==> config.mk <==
export PLATFORM = sky130hd
export DESIGN_NAME = adcs_sequencer
export DESIGN_NICKNAME = d
export VERILOG_FILES = /design/src/rtl/adcs_pkg.sv /design/src/rtl/adcs_conv_timer.sv /design/src/rtl/adcs_sequencer.sv
export SDC_FILE = /design/constraint.sdc
export NUM_CORES = 1
export LEC_CHECK = 0
export ABC_CLOCK_PERIOD_IN_PS = 2330
export BUFFER_PORTS_ARGS = -buffer_cell sky130_fd_sc_hd__buf_2
export CORE_UTILIZATION = 45
export DETAILED_ROUTE_END_ITERATION = 12
export PLACE_DENSITY = 0.67
export SYNTH_ARGS = -nofsm -noshare
export SYNTH_HDL_FRONTEND = slang
export SYNTH_SLANG_ARGS = --single-unit
==> constraint.sdc <==
create_clock -name clk_sys -period 2.33 [get_ports clk_sys]
set_input_delay 0.466 -clock clk_sys [delete_from_list [all_inputs] [get_ports clk_sys]]
set_output_delay 0.466 -clock clk_sys [all_outputs]
set_load 0.1 [all_outputs]
==> src/rtl/adcs_pkg.sv <==
// adcs_pkg: constants and types shared by the conversion sequencer and its timer
// assumes: AHB-Lite word bus, one clock clk_sys at 125 MHz

package adcs_pkg;

    // ----------------------------------------------------------------
    // sizes
    // ----------------------------------------------------------------
    localparam int unsigned NUM_RES = 8;     // result registers
    localparam int unsigned RES_W   = 10;    // result width
    localparam int unsigned CHAN_W  = 4;     // channel field width
    localparam int unsigned CNT_W   = 3;     // conversion counter width

    // ----------------------------------------------------------------
    // register indices, byte address is four times the index
    // ----------------------------------------------------------------
    localparam logic [7:0] IDX_CTL0      = 8'h0A;  // first control register
    localparam logic [7:0] IDX_CTL1      = 8'h0C;  // second_control_register
    localparam logic [7:0] IDX_STAT      = 8'h0E;  // converter_status_register
    localparam logic [7:0] IDX_RESULT_REGISTER_ZERO     = 8'h10;  // result_register_zero
    localparam logic [7:0] IDX_RESULT_REGISTER_SEVEN     = 8'h1E;  // result_register_seven

    // ----------------------------------------------------------------
    // reset values and field positions
    // ----------------------------------------------------------------
    localparam logic [7:0] CTL0_RST      = 8'h03;  // prescaler field reads 3
    localparam logic [6:0] CTL1_RST      = 7'h00;
    localparam int unsigned STAT_SCF_POS = 15;     // sequence_complete_flag
    localparam int unsigned STAT_CTR_POS = 8;      // conversion_counter lsb
    localparam int unsigned STAT_CCF_POS = 0;      // conversion_complete_flags lsb

    // ----------------------------------------------------------------
    // timing: converter clock and conversion length
    // ----------------------------------------------------------------
    localparam logic [2:0] ADC_DIV_LAST  = 3'h7;   // clk_sys / 8 per converter clock
    localparam logic [4:0] CONV_LAST     = 5'h0F;  // 16 converter clocks per conversion

    // ----------------------------------------------------------------
    // types
    // ----------------------------------------------------------------
    typedef struct packed {
        logic                continuous_select;       // repeat sequences
        logic                multichannel_select;     // step through a block
        logic                eight_conversion_select; // 8 instead of 4
        logic [CHAN_W-1:0]   channel_select_field;    // input or block
    } adcs_ctl1_t;

    typedef struct packed {
        logic start;   // begin one conversion, restarts a running one
        logic abort;   // drop the running conversion
    } adcs_conv_req_t;

    typedef enum logic {SEQ_IDLE, SEQ_RUN} adcs_seq_state_t;

endpackage : adcs_pkg

==> src/rtl/adcs_conv_timer.sv <==
// adcs_conv_timer: converter clock enable and conversion length counter
// assumes: start and abort are one-cycle pulses on clk_sys

module adcs_conv_timer (
    // clock and reset
    input  wire logic                    clk_sys,
    input  wire logic                    rst,
    // request from the sequencer
    input  wire adcs_pkg::adcs_conv_req_t req,
    // status back to the sequencer
    output logic                         busy,
    output logic                         done
);
    import adcs_pkg::*;

    logic [2:0] div_reg,  div_next;   // converter clock divider
    logic [4:0] cnt_reg,  cnt_next;   // converter clocks in this conversion
    logic       busy_reg, busy_next;  // conversion running
    logic       done_reg, done_next;  // one-cycle end pulse
    logic       adc_en;               // converter clock enable

    // ----------------------------------------------------------------
    // next values
    // ----------------------------------------------------------------
    always_comb begin
        adc_en    = (div_reg == ADC_DIV_LAST);
        div_next  = adc_en ? 3'h0 : div_reg + 3'h1;
        cnt_next  = cnt_reg;
        busy_next = busy_reg;
        done_next = 1'b0;
        if (req.start) begin
            // start wins over abort so a control write restarts cleanly
            busy_next = 1'b1;
            cnt_next  = 5'h00;
        end else if (req.abort) begin
            busy_next = 1'b0;
            cnt_next  = 5'h00;
        end else if (busy_reg && adc_en) begin
            if (cnt_reg == CONV_LAST) begin
                busy_next = 1'b0;
                done_next = 1'b1;
            end else begin
                cnt_next = cnt_reg + 5'h01;
            end
        end
    end

    // ----------------------------------------------------------------
    // registers
    // ----------------------------------------------------------------
    always_ff @(posedge clk_sys) begin
        if (rst) begin
            div_reg  <= 3'h0;
            cnt_reg  <= 5'h00;
            busy_reg <= 1'b0;
            done_reg <= 1'b0;
        end else begin
            div_reg  <= div_next;
            cnt_reg  <= cnt_next;
            busy_reg <= busy_next;
            done_reg <= done_next;
        end
    end

    assign busy = busy_reg;
    assign done = done_reg;

endmodule : adcs_conv_timer

==> src/rtl/adcs_sequencer.sv <==
// adcs_sequencer: conversion sequencer with AHB-Lite register slave
// assumes: analog path returns sar_result on clk_sys when the timer ends
//
// How it works
// - single channel, four conversions, then stop
// - single channel, eight conversions, then stop
// - four inputs from channel bits three and two
// - eight inputs chosen by channel top bit
// - conversion k goes to result k
// - result write sets its complete flag
// - single sequence sets sequence flag at end
// - continuous single channel repeats forever
// - continuous multichannel restarts at block start
// - repeats overwrite results from register zero
// - continuous sets sequence flag after first pass
// - four-bit field selects sixteen mux inputs
// - codes 12..15 are references and test
// - four-block ignores low bits, ascending order
// - eight-block ignores low three bits
// - continuous bit independent of channel mode
// - mode is continuous, multichannel, eight bits
// - control write aborts, clears flags except control 0 when idle
// - reading a result clears its flag
// - counter shows next result index
//
// The AHB-Lite slave port and the register addresses were decided locally.

module adcs_sequencer (
    // clock and reset
    input  wire logic                     clk_sys,
    input  wire logic                     rst,
    // ahb-lite slave
    input  wire logic                     hsel,
    input  wire logic [31:0]              haddr,
    input  wire logic [1:0]               htrans,
    input  wire logic                     hwrite,
    input  wire logic [2:0]               hsize,
    input  wire logic [31:0]              hwdata,
    input  wire logic                     hready,
    output logic                          hreadyout,
    output logic [31:0]                   hrdata,
    output logic                          hresp,
    // analog side
    input  wire logic [adcs_pkg::RES_W-1:0] sar_result,
    output logic [adcs_pkg::CHAN_W-1:0]   mux_sel,
    output logic                          conv_busy
);
    import adcs_pkg::*;

    // ----------------------------------------------------------------
    // helpers
    // ----------------------------------------------------------------
    // word address hits a given register index
    function automatic logic reg_hit(input logic [31:0] a, input logic [7:0] idx);
        return a[31:2] == {22'h000000, idx};
    endfunction : reg_hit

    // word address hits one of the result registers
    function automatic logic rslt_hit(input logic [31:0] a);
        return (a[31:10] == 22'h000000) && (a[9:2] >= IDX_RESULT_REGISTER_ZERO)
            && (a[9:2] <= IDX_RESULT_REGISTER_SEVEN) && !a[2];
    endfunction : rslt_hit

    // result slot of a result address
    function automatic logic [CNT_W-1:0] rslt_slot(input logic [31:0] a);
        logic [7:0] off;
        off = a[9:2] - IDX_RESULT_REGISTER_ZERO;
        return off[3:1];
    endfunction : rslt_slot

    // mux input for the present conversion
    function automatic logic [CHAN_W-1:0] chan_of(input adcs_ctl1_t c, input logic [CNT_W-1:0] k);
        logic [CHAN_W-1:0] ch;
        ch = c.channel_select_field;
        if (!c.multichannel_select) begin
            chan_of = ch;
        end else if (!c.eight_conversion_select) begin
            chan_of = {ch[3:2], k[1:0]};
        end else begin
            chan_of = {ch[3], k};
        end
    endfunction : chan_of

    // ----------------------------------------------------------------
    // state
    // ----------------------------------------------------------------
    adcs_seq_state_t       state_reg, state_next;  // sequencer state
    logic [7:0]            ctl0_reg,  ctl0_next;   // resolution, sample, prescale
    adcs_ctl1_t            ctl1_reg,  ctl1_next;   // mode and channel
    logic [CNT_W-1:0]      conversion_counter_reg,  conversion_counter_next;   // conversion_counter
    logic                  scf_reg,   scf_next;    // sequence_complete_flag
    logic [NUM_RES-1:0]    ccf_reg,   ccf_next;    // conversion_complete_flags
    logic [RES_W-1:0]      rslt_mem  [NUM_RES];    // result registers
    logic [RES_W-1:0]      rslt_next [NUM_RES];
    logic [CHAN_W-1:0]     mux_reg,   mux_next;    // mux select flop

    // bus state
    logic                  wr_pend_reg, wr_pend_next;  // write data phase due
    logic [31:0]           wr_addr_reg, wr_addr_next;  // its address
    logic [31:0]           rdata_reg,   rdata_next;    // read data flop

    // decoded events
    logic                  acc;           // address phase accepted
    logic                  wr_ctl0;       // data phase write, control 0
    logic                  wr_ctl1;       // data phase write, control 1
    logic [NUM_RES-1:0]    ccf_rd_clr;    // flags cleared by result reads
    logic [2:0]            mode_num;      // conversion mode number
    logic [CNT_W-1:0]      last_idx;      // last result of a pass
    adcs_conv_req_t        conv_req;      // to the timer
    logic                  conv_done;     // from the timer

    // ----------------------------------------------------------------
    // conversion timer
    // ----------------------------------------------------------------
    adcs_conv_timer u_timer (
        .clk_sys (clk_sys),
        .rst     (rst),
        .req     (conv_req),
        .busy    (conv_busy),
        .done    (conv_done)
    );

    // ----------------------------------------------------------------
    // bus decode
    // ----------------------------------------------------------------
    // zero wait states: every transfer is answered in its first data cycle
    always_comb begin
        acc          = hsel && htrans[1] && hready;
        wr_ctl0      = wr_pend_reg && reg_hit(wr_addr_reg, IDX_CTL0);
        wr_ctl1      = wr_pend_reg && reg_hit(wr_addr_reg, IDX_CTL1);
        ccf_rd_clr   = '0;
        wr_pend_next = acc && hwrite;
        wr_addr_next = acc ? haddr : wr_addr_reg;
        rdata_next   = rdata_reg;
        if (acc && !hwrite) begin
            // unmapped and write-only addresses read as zero
            rdata_next = 32'h0000_0000;
            if (reg_hit(haddr, IDX_CTL0)) begin
                rdata_next = {24'h000000, ctl0_reg};
            end else if (reg_hit(haddr, IDX_CTL1)) begin
                rdata_next = {25'h0000000, ctl1_reg};
            end else if (reg_hit(haddr, IDX_STAT)) begin
                rdata_next[STAT_SCF_POS]                  = scf_reg;
                rdata_next[STAT_CTR_POS +: CNT_W]         = conversion_counter_reg;
                rdata_next[STAT_CCF_POS +: NUM_RES]       = ccf_reg;
            end else if (rslt_hit(haddr)) begin
                rdata_next = {22'h000000, rslt_mem[rslt_slot(haddr)]};
                ccf_rd_clr[rslt_slot(haddr)] = 1'b1;
            end
        end
    end

    // ----------------------------------------------------------------
    // sequencer next values
    // ----------------------------------------------------------------
    always_comb begin
        mode_num   = {ctl1_reg.continuous_select, ctl1_reg.multichannel_select,
                      ctl1_reg.eight_conversion_select};
        last_idx   = mode_num[0] ? 3'h7 : 3'h3;
        state_next = state_reg;
        ctl0_next  = ctl0_reg;
        ctl1_next  = ctl1_reg;
        conversion_counter_next  = conversion_counter_reg;
        scf_next   = scf_reg;
        ccf_next   = ccf_reg & ~ccf_rd_clr;
        rslt_next  = rslt_mem;
        conv_req   = '0;
        if (wr_ctl1) begin
            // new sequence, always from result zero with flags clear
            ctl1_next       = adcs_ctl1_t'(hwdata[6:0]);
            state_next      = SEQ_RUN;
            conversion_counter_next       = '0;
            scf_next        = 1'b0;
            ccf_next        = '0;
            conv_req.start  = 1'b1;
        end else if (wr_ctl0) begin
            // halts until control 1 is written again
            ctl0_next      = hwdata[7:0];
            conv_req.abort = 1'b1;
            state_next     = SEQ_IDLE;
            if (state_reg == SEQ_RUN) begin
                scf_next = 1'b0;
                ccf_next = '0;
            end
        end else if (state_reg == SEQ_RUN && conv_done) begin
            rslt_next[conversion_counter_reg] = sar_result;
            ccf_next[conversion_counter_reg]  = 1'b1;
            if (conversion_counter_reg == last_idx) begin
                // sticky: later passes leave it set, first pass sets it
                scf_next  = 1'b1;
                conversion_counter_next = '0;
                if (mode_num[2]) begin
                    conv_req.start = 1'b1;
                end else begin
                    state_next = SEQ_IDLE;
                end
            end else begin
                conversion_counter_next      = conversion_counter_reg + 3'h1;
                conv_req.start = 1'b1;
            end
        end
        mux_next = chan_of(ctl1_next, conversion_counter_next);
    end

    // ----------------------------------------------------------------
    // registers
    // ----------------------------------------------------------------
    always_ff @(posedge clk_sys) begin
        if (rst) begin
            state_reg   <= SEQ_IDLE;
            ctl0_reg    <= CTL0_RST;
            ctl1_reg    <= adcs_ctl1_t'(CTL1_RST);
            conversion_counter_reg    <= '0;
            scf_reg     <= 1'b0;
            ccf_reg     <= '0;
            mux_reg     <= '0;
            wr_pend_reg <= 1'b0;
            wr_addr_reg <= 32'h0000_0000;
            rdata_reg   <= 32'h0000_0000;
            for (int i = 0; i < NUM_RES; i++) begin
                rslt_mem[i] <= '0;
            end
        end else begin
            state_reg   <= state_next;
            ctl0_reg    <= ctl0_next;
            ctl1_reg    <= ctl1_next;
            conversion_counter_reg    <= conversion_counter_next;
            scf_reg     <= scf_next;
            ccf_reg     <= ccf_next;
            mux_reg     <= mux_next;
            wr_pend_reg <= wr_pend_next;
            wr_addr_reg <= wr_addr_next;
            rdata_reg   <= rdata_next;
            rslt_mem    <= rslt_next;
        end
    end

    // outputs
    assign hreadyout = 1'b1;
    assign hresp     = 1'b0;
    assign hrdata    = rdata_reg;
    assign mux_sel   = mux_reg;
endmodule : adcs_sequencer

==> results of run 1 <==
==> metrics by stage <==
step	hold slack, ps	area (um^2)	std cells	total power, mW	setup WS, ps
6_report	284.3	8855	1121	6.308	126.8
5_1_grt	277.5	8855	1121	6.528	3.294
4_1_cts	270.0	8825	1117	6.352	45.89
2_1_floorplan	408.4	7620	852	3.328	358.1
3_5_place_dp	428.2	8203	1086	3.449	98.30
3_3_place_gp	426.7	8203	1086	3.445	108.7
==> critical path: cells and delay by family (launching register included) <==
| kind | cells | cell delay [ps] |
|---|---|---|
| and+or+nand+nor | 5 | 1020 |
| buffers and inverters | 3 | 540 |
| DFF | 1 | 310 |
| muxes | 1 | 200 |
==> final timing paths <==
kind         depth (start not counted)            endpoint
max reg2reg                          9        rslt_mem[78]
min                                  3     wr_addr_reg[21]
max                                  9        rslt_mem[78]
min reg2reg                          1  u_timer.div_reg[0]
==> final cells by class <==
type,instances,area [um^2]
clock buffers,24,501.7
clock inverters,7,120.1
fillers,1468,7261
inverters,3,11.26
multi-input cells,595,3875
flip-flops and latches,164,3283
well taps,216,270.3
repair buffers,112,793.3
==> cells by family (layout without fill, tap and decap cells) <==
logic type | count (synthesis) | after routing | share of synthesized area, %
compound gates | 137 | 137 | 11.77
buf+inv | 93 | 146 | 6.484
simple gates | 315 | 315 | 20.65
flops | 164 | 164 | 43.52
fa+ha+maj | 5 | 5 | 0.8292
mux | 112 | 112 | 16.19
xor+xnor | 4 | 4 | 0.4644
other cells | 2 | 22 | 0.09954
==> Yosys cell counts (5+ instances only) <==
cell      instances
o22ai_1          14
nand2_1          91
clkbuf_1         45
nand2b_1         12
a21oi_1          49
or2_2             6
nor3_1           17
o21ai_0          22
o221ai_1         12
nand3_1          10
buf_2             7
nor4_4            5
a211o_1           5
nor4_1            6
mux4_2            7
buf_4            31
ha_1              5
buf_1             5
mux2_2           10
dfxtp_1         164
mux2i_1          95
nor2_1          129
==> power breakdown <==
part,switching (mW),total [mW],internal (mW)
Clock,1.09,2.91,1.82
Sequential,0.0166,2.84,2.83
Combinational,0.404,0.553,0.148
Total,1.51,6.31,4.80
==> placed cells by master (no fill, tap or decap), types with 12 or more instances in the layout <==
master / instances
a21oi_1: 49
buf_2: 69
buf_4: 33
clkbuf_16: 17
conb_1: 22
dfxtp_1: 164
mux2i_1: 95
nand2_1: 91
nand2b_1: 12
nor2_1: 129
nor3_1: 14
o21ai_0: 22
o221ai_1: 12
o22ai_1: 14
==> layer usage <==
layer,global-route usage [%],part of all wire (%),vias to the layer above
met3,4.282,4.2,26
met5,0,0,-
met2,35.27,46,153
li1,-,-,2984
met4,8.656,2.1,0
met1,30.08,48,2902
==> what timing repair did <==
| action | in CTS | in global routing |
|---|---|---|
| endpoints found under the setup margin | 0 | 15 |
| endpoints found under the hold margin | 0 | 0 |
| setup buffers | 0 | 4 |
==> impl_metrics.tcl, run 1 <==
set metrics [dict create \
    wl_per_cell_um 16.78 \
    clk_pin_slew_ps 60 \
    postCtsHoldBufs 0 \
    final_core_util_pct 54.95 \
    antenna_cells 0 \
    cp_max_fo 8 \
    yosys_most_used_dff "dfxtp_1" \
    yosys.cell_types.count 60 \
    hp-class "in2reg" \
    crit_chain "nor4_2 -> nand2_2 -> buf_4 -> nor4_4 -> buf_4 -> nand3b_1 -> buf_12 -> mux2i_1 -> nor2_1" \
    report.final.setup_viol 0 \
    cts.sink_count 164 \
    cpMaxStageDelayCell "nor4_2" \
    clk_latency_ps 430 \
    grt_pass1_vias 5649 \
    status "finished, final reports clean" \
    cts_tree "built" \
    worst_pin_slew_ps 968.1 \
    grt_first_pass_wirelength_um 30440 \
    reg2reg_setup_slack_ps 130 \
    synth-seq-cells 164 \
    boundaryPins 123 \
    antenna_left 0 \
    core_area_mm2 0.01612 \
    synthTopCellsByArea "dfxtp_1 (44%), mux2i_1 (13%), nor2_1 (6.4%)" \
    finalHoldViolations 0 \
    layout-drive-gt1-share_pct 20.33 \
    row_count 46 \
    min_from "haddr[21]" \
    dp_hpwl_um 12880 \
    drt_wl_total_um 18810 \
    rsz0062_at_grt "false" \
    final_nets 982 \
    avgSynthCellArea_um2 9.068 \
    cp-end-kind "register" \
    p_leak_nw 3.730 \
    synth_top_area_share_pct 43.52 \
    cp_common_cell "buf_4" \
    die_x_um 131.5 \
    synth_edf_count 0 \
    area_growth_syn_to_layout_pct 17.36 \
    worstSetupStartpointType "register" \
    required_ps 2630 \
    grt_max_degree 69 \
    synth-warning-count 0 \
    track_usage_pct 22.38 \
    finalCriticalPeriod_ps 2203 \
    viasPerCell 5.410 \
    start_util_pct 46.82 \
    cp-startpoint "wr_addr_reg[12]" \
    htree_num_levels 4 \
    antenna_found_initial 0 \
    finClkSkew_ps 9.379 \
    yosys.area.top_type "dfxtp_1" \
    maxCapViolations 0 \
    seq_area_frac_synth_pct 43.52 \
    ir_worst_vdd_uv 517.7 \
    setup_tns_ps 0 \
    drtIter0Drc 496 \
    max_stage_delay_ps 320 \
    port_buffers 70 \
    gp_congestion 0.9113 \
    cts_resized 0 \
    drt_pass1_iterations 7 \
    finalCritPeriodShare_pct 94.56 \
    syn_area_mm2 0.007545 \
    timing.fmax_ghz 0.4539 \
    p_per_area_mw_per_mm2 712.4 \
    fp.dieH_um 131.5 \
    async_reset_ff_share_pct 0 \
    vias 6065 \
    die_area_mm2 0.01729 \
    drcViolationCount 0 \
    setup.worst_path.class "reg2reg" \
    largest_register_ffs 80 \
    maxSlewViolCount 0 \
    slew_headroom_pct 35.25 \
    grt_overflow 0 \
    syn_inst 832 \
    cts_inserted_buffers 17 \
    rr_startpoint "wr_addr_reg[12]" \
    clockRootBuffer "clkbuf_16" \
    clockBufferDepth 2 \
    crit_arrival_ps 2510 \
]
No activity file was read; power rests on OpenSTA's default activity.
==> run 2: changes to the inputs <==
--- a/config.mk
+++ b/config.mk
@@ -8,8 +8,10 @@
 export ABC_CLOCK_PERIOD_IN_PS = 2330
 export BUFFER_PORTS_ARGS = -buffer_cell sky130_fd_sc_hd__buf_2
 export CORE_UTILIZATION = 45
+export CTS_BUF_LIST = sky130_fd_sc_hd__clkbuf_4 sky130_fd_sc_hd__clkbuf_8
 export DETAILED_ROUTE_END_ITERATION = 12
 export PLACE_DENSITY = 0.67
 export SYNTH_ARGS = -nofsm -noshare
 export SYNTH_HDL_FRONTEND = slang
+export SYNTH_HIERARCHICAL = 1
 export SYNTH_SLANG_ARGS = --single-unit
==> run 2 against run 1 <==
Net effect:
- critical path depth is 2 lower
- wire length is 0.41% higher
- area after synthesis is 0.30% higher
- utilization is 2.5 points lower
- flip-flop and latch count stayed put
- clock skew is 7.2 ps higher
- first-iteration DRC count is 17% lower
- clock power is 32% lower
- critical path type unchanged
- critical endpoint is now ctl1_reg[2]
- largest cell class unchanged
- largest power group is now sequential cells
==> impl_metrics.tcl, run 2 <==
set metrics [dict create \
    maxCapViolations 0 \
    holdPathStages 3 \
    p_per_area_mw_per_mm2 615.9 \
    yosys_most_used_dff "dfxtp_1" \
    fp.dieH_um 131.7 \
    port_buffers 70 \
    seq_area_frac_synth_pct 43.39 \
    antenna_cells 0 \
    cp_max_fo 9 \
    yosysMostFrequentCell "dfxtp_1" \
    grt_first_pass_wirelength_um 30360 \
    antenna_found_initial 0 \
    synth_top_area_share_pct 43.39 \
    area_growth_syn_to_layout_pct 14.48 \
    place_area_mm2 0.008249 \
    final_nets 999 \
    ir_worst_vdd_uv 438.5 \
    synth_top_cells_by_count "dfxtp_1 (164), nand2_1 (108), nor2_1 (107)" \
    die_x_um 131.7 \
    cts_inserted_buffers 17 \
    vias 6266 \
    clk_pin_slew_ps 90 \
    layout-drive-gt1-share_pct 19.63 \
    synth-seq-cells 164 \
    htree_num_levels 4 \
    fin_area_mm2 0.008663 \
    reg2reg_depth 7 \
    finalCritPeriodShare_pct 93.52 \
    crit_arrival_ps 2500 \
    clockBufferDepth 2 \
    status "finished, final reports clean" \
    viasPerCell 5.487 \
    maxSlewViolCount 0 \
    row_count 47 \
    timing.fmax_ghz 0.4589 \
    setup.worst_path.class "reg2reg" \
    setup_tns_ps 0 \
    synth_edf_count 0 \
    p_leak_nw 3.920 \
    die_area_mm2 0.01734 \
    finClkSkew_ps 16.63 \
    finalCriticalPeriod_ps 2179 \
    core_area_mm2 0.01652 \
    yosys.area.top_type "dfxtp_1" \
    synthTopCellsByArea "dfxtp_1 (43%), mux2i_1 (12%), nand2_1 (5.4%)" \
    cts_tree "built" \
    syn_area_mm2 0.007567 \
    dp_hpwl_um 13220 \
    layout_commonest_cell "dfxtp_1" \
    wl_per_cell_um 16.54 \
    cp-end-kind "register" \
    boundaryPins 123 \
    final_cell_mix "dfxtp_1 (164), nand2_1 (108), nor2_1 (107)" \
    drtIter0Drc 410 \
    slew_headroom_pct 40.19 \
    synth-warning-count 6 \
    report.final.setup_viol 0 \
    required_ps 2660 \
    drt_wl_total_um 18890 \
    clockRootBuffer "clkbuf_8" \
    async_reset_ff_share_pct 0 \
    finalHoldViolations 0 \
    rsz0062_at_grt "false" \
    grt_overflow 0 \
    avgSynthCellArea_um2 8.913 \
    grt_pass1_vias 5742 \
    cts.sink_count 164 \
    yosys.cell_types.count 59 \
    worstSetupStartpointType "register" \
    gp_congestion 0.8938 \
    hp-class "in2reg" \
    post_cts_buffers 0 \
    final_core_util_pct 52.43 \
    grt_max_degree 97 \
    antenna_left 0 \
    clk_latency_ps 460 \
    track_usage_pct 22.24 \
    worst_pin_slew_ps 895.3 \
    drcViolationCount 0 \
    syn_inst 849 \
    largest_register_ffs 80 \
    drt_pass1_iterations 4 \
    start_util_pct 45.79 \
]
==> run 2: cell count changes in the layout (fill, tap and decap cells not counted), sizes merged, moves of 7 or more <==
cell / before / now
inv: 3 / 14
nor2: 129 / 107
nand4: 4 / 11
o21ai: 22 / 13
a21oi: 51 / 70
o311ai: 0 / 11
o221ai: 12 / 4
nand2: 92 / 108
==> run 2: area by class of cell <==
| class | count | area (um^2) |
|---|---|---|
| inverters | 14 | 52.55 |
| repair buffers | 109 | 720.7 |
| clock buffers | 20 | 275.3 |
| clock inverters | 11 | 102.6 |
| fillers | 1569 | 7861 |
| flip-flops and latches | 164 | 3283 |
| well taps | 220 | 275.3 |
| multi-input cells | 604 | 3954 |
==> run 2: final timing paths <==
path / start / endpoint / slack, ps
max: wr_addr_reg[18] / ctl1_reg[2] / 150
min: haddr[30] / wr_addr_reg[30] / 250
max reg2reg: wr_addr_reg[18] / ctl1_reg[2] / 150
min reg2reg: u_timer/div_reg[0] / u_timer/div_reg[0] / 440
==> run 2: logic make-up after synthesis <==
| group | Yosys count | synth area share, % |
|---|---|---|
| compound gates | 150 | 12.63 |
| other cells | 2 | 0.09924 |
| xor+xnor | 3 | 0.3473 |
| simple gates | 317 | 20.45 |
| fa+ha+maj | 5 | 0.8267 |
| mux | 107 | 15.62 |
| buf+inv | 101 | 6.630 |
| flops | 164 | 43.39 |
==> run 2: metal layers <==
layer,GRT usage [%],wire length [um],vias to the layer above
li1,-,-,3084
met1,29.76,8936,2981
met2,34.98,8785,177
met3,4.668,803,24
met4,8.656,359,0
met5,0,0,-
==> run 2: stage by stage <==
stage	cells	power, mW	hold WS [ps]	setup slack (ps)
floorplan	869	3.300	403.0	74.44
global placement	1111	3.405	424.2	102.5
detailed placement	1111	3.409	432.3	86.31
CTS	1142	5.369	216.8	99.66
global route	1142	5.544	232.3	20.73
finish	1142	5.336	246.0	150.9
==> run 2: what timing repair did <==
item	4_1_cts	5_1_grt
hold buffers	0	0
resized for setup	0	5
endpoints found under the setup margin	0	33
==> run 2: power breakdown <==
| part | internal, mW | leakage (nW) | switching, mW |
|---|---|---|---|
| combinational | 0.130 | 2.41 | 0.381 |
| sequential | 2.82 | 1.32 | 0.0192 |
| clock | 0.925 | 0.187 | 1.06 |
| total | 3.88 | 3.92 | 1.46 |
==> run 2: worst max-delay path, cell delays in order, from the launching register on <==
cell,delay [ps]
dfxtp_1,340
nor4_4,370
nand4_4,170
buf_4,230
or3_1,470
buf_4,220
mux2i_1,190
nor2_1,60
